[src/rst_seq_pkg.sv]
`default_nettype none
package rst_seq_pkg;

    // ======================================================
    // Timing
    localparam int unsigned CLK_PERIOD_NS    = 10;
    localparam int unsigned SHORT_DELAY_US   = 100;
    localparam int unsigned LONG_DELAY_MS    = 20;
    localparam int unsigned SHORT_DELAY_CYC  =
        (SHORT_DELAY_US * 1000 + CLK_PERIOD_NS - 1) / CLK_PERIOD_NS;
    localparam int unsigned LONG_DELAY_CYC   =
        (LONG_DELAY_MS * 1000000 + CLK_PERIOD_NS - 1) / CLK_PERIOD_NS;
    localparam int unsigned PROC_CYC         = 4;
    localparam int unsigned CNT_W            = 22;

    // ======================================================
    // Reset values
    localparam logic        BUS16_RST        = 1'b1;
    localparam logic        LONG_RST         = 1'b1;
    localparam logic [3:0]  HIGH_OE_RST      = 4'h0;

    // ======================================================
    // Types
    typedef enum logic [3:0] {
        ST_HOLD  = 4'h1,
        ST_DELAY = 4'h2,
        ST_PROC  = 4'h4,
        ST_RUN   = 4'h8
    } seq_state_t;

    typedef struct packed {
        logic [3:0] addr;
        logic [3:0] sel_n;
        logic [3:0] use_select;
    } high_pins_t;

    typedef struct packed {
        logic [3:0] out;
        logic [3:0] oe;
    } pin_drive_t;

endpackage
`default_nettype wire

[src/reset_strap_sequencer.sv]
`timescale 1ns/10ps
`default_nettype none
module reset_strap_sequencer #(
    parameter int unsigned SHORT_CYC = rst_seq_pkg::SHORT_DELAY_CYC,
    parameter int unsigned LONG_CYC  = rst_seq_pkg::LONG_DELAY_CYC
) (
    input  wire logic                    i_clk,
    input  wire logic                    i_rst_n,
    input  wire logic                    i_delay_strap_in,
    input  wire logic                    i_size_strap_in,
    input  wire logic                    i_addr25,
    input  wire logic                    i_addr26,
    input  wire logic                    i_major_reset,
    input  wire logic                    i_boot_select_n,
    input  wire rst_seq_pkg::high_pins_t i_high_pins,
    output logic                         o_delay_strap_out,
    output logic                         o_delay_strap_oe,
    output logic                         o_size_strap_out,
    output logic                         o_size_strap_oe,
    output logic                         o_delay_strap_pull_up,
    output logic                         o_size_strap_pull_up,
    output logic [3:0]                   o_high_out,
    output logic [3:0]                   o_high_oe,
    output logic                         o_boot_select_n,
    output logic                         o_bus_16bit,
    output logic                         o_long_delay,
    output logic                         o_major_proc,
    output logic                         o_minor_proc,
    output logic                         o_core_run,
    output logic                         o_reset_out_n
);
    import rst_seq_pkg::*;

    // ======================================================
    // State
    typedef struct packed {
        seq_state_t        st;
        logic [CNT_W-1:0]  cnt;
        logic              long_dly;
        logic              bus16;
        logic              major;
        logic              rst_out_n;
        logic              a25;
        logic              a26;
        logic              boot_n;
        logic              core_run;
        logic              major_proc;
        logic              minor_proc;
    } seq_t;

    seq_t             state;
    seq_t             next_state;
    pin_drive_t       high_drive;
    logic             run;
    logic [CNT_W-1:0] delay_last;
    logic             delay_done;
    logic             proc_done;

    assign run = state.core_run;

    // ======================================================
    // Count limits
    // Both ends are cut to the counter width on purpose; the
    // longest default delay still fits in it.
    assign delay_last = state.long_dly ? CNT_W'(LONG_CYC - 1)
                                       : CNT_W'(SHORT_CYC - 1);
    assign delay_done = (state.cnt == delay_last);
    assign proc_done  = (state.cnt == CNT_W'(PROC_CYC - 1));

    // ======================================================
    // Sequencer
    // The straps are caught on the first clock after reset release,
    // since an asynchronous reset may only load constants.
    always_comb begin
        next_state = state;
        case (state.st)
            ST_HOLD: begin
                next_state.long_dly = i_delay_strap_in;
                next_state.bus16    = i_size_strap_in;
                next_state.cnt      = '0;
                next_state.st       = ST_DELAY;
            end

            ST_DELAY: begin
                next_state.cnt = state.cnt + 1'b1;
                if (delay_done) begin
                    next_state.cnt   = '0;
                    next_state.major = i_major_reset;
                    next_state.st    = ST_PROC;
                end
            end

            ST_PROC: begin
                next_state.cnt = state.cnt + 1'b1;
                if (proc_done) begin
                    next_state.rst_out_n = 1'b1;
                    next_state.st        = ST_RUN;
                end
            end

            ST_RUN: begin
                next_state.cnt = '0;
            end

            default: begin
                next_state.st = ST_HOLD;
            end
        endcase
        // Straps only become address outputs once running
        next_state.a25    = i_addr25;
        next_state.a26    = i_addr26;
        next_state.boot_n = run ? i_boot_select_n : 1'b0;
        // Status copies are registered so no state decode glitch
        // can reach a pin
        next_state.core_run   = (next_state.st == ST_RUN);
        next_state.major_proc = (next_state.st == ST_PROC) &&
                                next_state.major;
        next_state.minor_proc = (next_state.st == ST_PROC) &&
                                !next_state.major;
    end

    // ======================================================
    // Registers
    always_ff @(posedge i_clk or negedge i_rst_n) begin
        if (!i_rst_n) begin
            state.st         <= ST_HOLD;
            state.cnt        <= '0;
            state.long_dly   <= LONG_RST;
            state.bus16      <= BUS16_RST;
            state.major      <= 1'b1;
            state.rst_out_n  <= 1'b0;
            state.a25        <= 1'b0;
            state.a26        <= 1'b0;
            state.boot_n     <= 1'b0;
            state.core_run   <= 1'b0;
            state.major_proc <= 1'b0;
            state.minor_proc <= 1'b0;
        end else begin
            state <= next_state;
        end
    end

    // ======================================================
    // Shared high pins
    high_pin_mux u_high_pin_mux (
        .i_clk   (i_clk),
        .i_rst_n (i_rst_n),
        .i_run   (run),
        .i_pins  (i_high_pins),
        .o_drive (high_drive)
    );

    // ======================================================
    // Strap pins
    assign o_delay_strap_out     = state.a25;
    assign o_delay_strap_oe      = run;
    assign o_size_strap_out      = state.a26;
    assign o_size_strap_oe       = run;
    // Pull-ups stay on so an open strap reads high
    assign o_delay_strap_pull_up = 1'b1;
    assign o_size_strap_pull_up  = 1'b1;

    // ======================================================
    // Status
    assign o_high_out            = high_drive.out;
    assign o_high_oe             = high_drive.oe;
    assign o_boot_select_n       = state.boot_n;
    assign o_bus_16bit           = state.bus16;
    assign o_long_delay          = state.long_dly;
    assign o_major_proc          = state.major_proc;
    assign o_minor_proc          = state.minor_proc;
    assign o_core_run            = run;
    assign o_reset_out_n         = state.rst_out_n;
endmodule // reset_strap_sequencer
`default_nettype wire

[src/high_pin_mux.sv]
`timescale 1ns/10ps
`default_nettype none
module high_pin_mux (
    input  wire logic                   i_clk,
    input  wire logic                   i_rst_n,
    input  wire logic                   i_run,
    input  wire rst_seq_pkg::high_pins_t i_pins,
    output var  rst_seq_pkg::pin_drive_t o_drive
);
    import rst_seq_pkg::*;

    typedef struct packed {
        pin_drive_t drive;
    } mux_state_t;

    mux_state_t state;
    mux_state_t next_state;

    // ======================================================
    // Pin select
    always_comb begin
        next_state = state;
        next_state.drive.oe = i_run ? 4'hF : HIGH_OE_RST;
        // Bit 0 is addr 27 / select 7, bit 3 is addr 30 / select 4
        for (int i = 0; i < 4; i++) begin
            next_state.drive.out[i] = i_pins.use_select[i] ?
                i_pins.sel_n[i] : i_pins.addr[i];
        end
    end

    always_ff @(posedge i_clk or negedge i_rst_n) begin
        if (!i_rst_n) begin
            state <= '0;
        end else begin
            state <= next_state;
        end
    end

    assign o_drive = state.drive;
endmodule // high_pin_mux
`default_nettype wire

[config.mk]
export PLATFORM = sky130hd
export DESIGN_NAME = reset_strap_sequencer
export DESIGN_NICKNAME = d
export VERILOG_FILES = /design/src/rst_seq_pkg.sv /design/src/reset_strap_sequencer.sv /design/src/high_pin_mux.sv
export SDC_FILE = /design/constraint.sdc
export NUM_CORES = 1
export LEC_CHECK = 0
export BUFFER_PORTS_ARGS = -buffer_cell sky130_fd_sc_hd__buf_2
export CELL_PAD_IN_SITES_DETAIL_PLACEMENT = 0
export CELL_PAD_IN_SITES_GLOBAL_PLACEMENT = 1
export CORE_MARGIN = 2
export CORE_UTILIZATION = 42
export CTS_CLUSTER_DIAMETER = 50
export DETAILED_ROUTE_END_ITERATION = 12
export PLACE_DENSITY_LB_ADDON = 0.2
export SETUP_SLACK_MARGIN = 0.5
export SLEW_MARGIN = 5
export SYNTH_ARGS = -nofsm -noshare
export SYNTH_HDL_FRONTEND = slang
export SYNTH_SLANG_ARGS = --single-unit
[constraint.sdc]
create_clock -name i_clk -period 2.8 [get_ports i_clk]
set_input_delay 0.42 -clock i_clk [delete_from_list [all_inputs] [get_ports i_clk]]
set_output_delay 0.42 -clock i_clk [all_outputs]
set_load 0.05 [all_outputs]
==> qor.txt <==
Post-DP Area - 0.00217 mm^2
TritonCTS buffer count - 5
Post-synthesis sequential area ratio - 52.1%
Core ar. - 0.00444 mm^2
Peak supply drop - 0.226 mV
Longest Clk Path Bufs - 2
CTS Root Cell - clkbuf_8
CTS tree - done
Clock Latency Late Sink - 0.30 ns
Peak Freq - 440 MHz
Most frequent cells in the layout - 38 x buf_2, 34 x dfrtp_1, 23 x nor2_1
Area contributors post-synth - dfrtp_1 47%, xnor2_1 7.5%, dfstp_2 5.3%, nor2_1 4.5%, mux2_2 4.0%
Vias in the first global route - 1504
Global route hottest layer - met2
ANT nets after route - 0
Mapped Area - 0.00198 mm^2
Setup crit start kind - flip-flop
GR Util All Layers - 16.6%
Met2 usage - 25.6%
Final HPWL DP - 2740 um
Final hold vios - 0
Post-synth EDFFs - 0
Buf/Inv on CP - 1
LEAKAGE - 1.09 nW
Via count - 1540
Final WL - 4310 um
Initial core utilization - 44.6%
Post-Synthesis Cells - 189
Pins Over Slew Limit - 0
Die area - 0.00528 mm^2
I/O Buffers - 38
Fin area - 0.00247 mm^2
DP Worst Slack - 0.366 ns
Die H - 72.7 um
Commonest non-fill, non-tap cell in the layout - buf_2
Layout Skew - 0.00825 ns
Worst path slowest cell - a2111o_1
CTS clk-pin slew, worst paths - 0.09 ns
RSZ-0062 raised after global routing - true
# Max-Cap Violations - 0
Kind of critical path - reg2reg
Pin count of the biggest net entering global routing - 42
Largest area contributor in the netlist - dfrtp_1
R2r startpoint - state[18]$_DFFE_PN0P_
Routing usage on met3 - 4.83%
Max stage delay on crit path - 0.52 ns
H-Tree Depth - 2
Hold Crit Start - i_addr26
Netlist cell types - 41
Die Wd - 72.7 um
Cells along the critical path - or3_4 -> or4_1 -> a2111o_1 -> o32ai_4 -> buf_6 -> nor2_1
# nets final - 250
Share of cells above drive strength 1 - 36.1%
Global-route wire length before repair - 6820 um
Ys async rst share - 100%
Synth top area share - 46.7%
Synth warnings - 0
Area growth syn-to-layout - 24.6%
Relative slew slack - 39.7%
Crit path time final - 2.27 ns
# IOs - 41
Hold Crit Class - in2reg
DRC viols - 0
Fill cells - 403
GR Overflow Total - 0
Slew @ Worst Pin - 0.905 ns
Period utilization - 81.2%
Number of diodes - 0
Status - finished, final reports clean
Most used DFF post-synth - dfrtp_1
Pwr per Cell Area - 508 mW/mm^2
Final worst slack - 0.525 ns
Hold-fix buffer count after cts - 0
Crit. End Element - flip-flop
Rows - 24
Design Power - 1.25 mW
Crit Path Max Fanout - 5
Drt wl/cell - 15.3 um
Initial antenna violation count - 0
Critical path required time - 2.99 ns
Final setup vio count - 0
DR vias/cell - 5.46
Total iterations of the first detailed-routing run - 4
Synth Register Bits - 41
Final TNS setup - 0 ns
Avg Cell Area, Syn - 10.5 um^2
Routability cong. - 0.898
Worst EP arrival - 2.46 ns
TritonCTS Sinks - 41
Starting DRT DRC Count - 75
Family with the most delay on the worst path - simple AND/OR/NAND/NOR gates
Met1 GRT Util - 22.4%
Crit path from - state[18]$_DFFE_PN0P_
## cells by family after synthesis
logic type / count (synthesis) / share of synthesized area [%]
adder cells (fa/ha/maj): 1 / 0.632
buffers and inverters: 18 / 5.18
AND/OR/NAND/NOR: 86 / 23.3
AO/OA/AOI/OAI: 13 / 4.93
other: 1 / 0.189
flip-flops: 41 / 52.1
multiplexers: 7 / 3.98
XOR/XNOR: 22 / 9.73
## synth_stat cells (2+ instances only)
cell      number
nor2_1        24
or4_1          2
nand2_1       12
dfstp_2        4
and4_1         4
a21o_1         2
nor4b_1        3
nand3_1        7
nand4_1        7
mux2_2         7
inv_1          3
nor4_1         9
nor3b_1        2
o21ai_1        2
and2_1         2
xor2_1         5
clkbuf_1       3
nor3_1         7
dfrtp_1       37
buf_4          9
xnor2_1       17
o22ai_1        2
## flip-flops by register name (all words and copies together), names as in the netlist
register	cells
o_reset_out_n	1
o_size_strap_out	1
state	27
o_core_run	1
o_delay_strap_out	1
u_high_pin_mux.o_drive	5
o_major_proc	1
o_long_delay	1
o_minor_proc	1
o_boot_select_n	1
o_bus_16bit	1
## where the power goes
| part | internal [mW] | switching [mW] |
|---|---|---|
| Sequential | 0.600 | 0.00250 |
| Combinational | 0.0195 | 0.0517 |
| Clock | 0.359 | 0.220 |
## per-layer routing
metal | vias up | routed length [um]
met2 | 55 | 2050
met3 | 7 | 266
met1 | 750 | 1950
li1 | 728 | -
met5 | - | 0
met4 | 0 | 49
## final cells by class
type	instances	area (um^2)	area share, %
sequential	41	1030	41.9
inverter	4	17.5	0.710
clock inverter	3	68.8	2.79
multi-input combinational	131	947	38.4
timing repair buffer	46	265	10.8
clock buffer	5	68.8	2.79
tap	52	65.1	2.64
## final timing paths
path                                                  endpoint  slack, ns  cells past startpoint
max in group asynchronous                state[28]$_DFFE_PN0P_       1.94                      1
max                                      state[18]$_DFFE_PN0P_       0.53                      6
max reg2reg                              state[18]$_DFFE_PN0P_       0.53                      6
min                                 o_size_strap_out$_DFF_PN0_       0.22                      1
min reg2reg                u_high_pin_mux.o_drive[2]$_DFF_PN0_       0.43                      0
min in group asynchronous               o_major_proc$_DFF_PN0_       0.25                      1
## through the flow
step | hold slack [ns] | instances | utilization, %
4_1_cts | 0.213 | 278 | 52.6
6_report | 0.217 | 282 | 55.5
2_1_floorplan | 0.124 | 190 | -
3_5_place_dp | 0.413 | 268 | 48.9
5_1_grt | 0.210 | 282 | 55.5
3_3_place_gp | 0.404 | 268 | 48.9
## repair_timing
| action | in CTS | in global routing |
|---|---|---|
| gates resized for setup | 2 | 26 |
| setup buffers | 2 | 1 |
| gates cloned | 0 | 3 |
| endpoints found under the setup margin | 26 | 27 |
| pin swaps | 2 | 3 |
No activity file was read; power rests on OpenSTA's default activity.
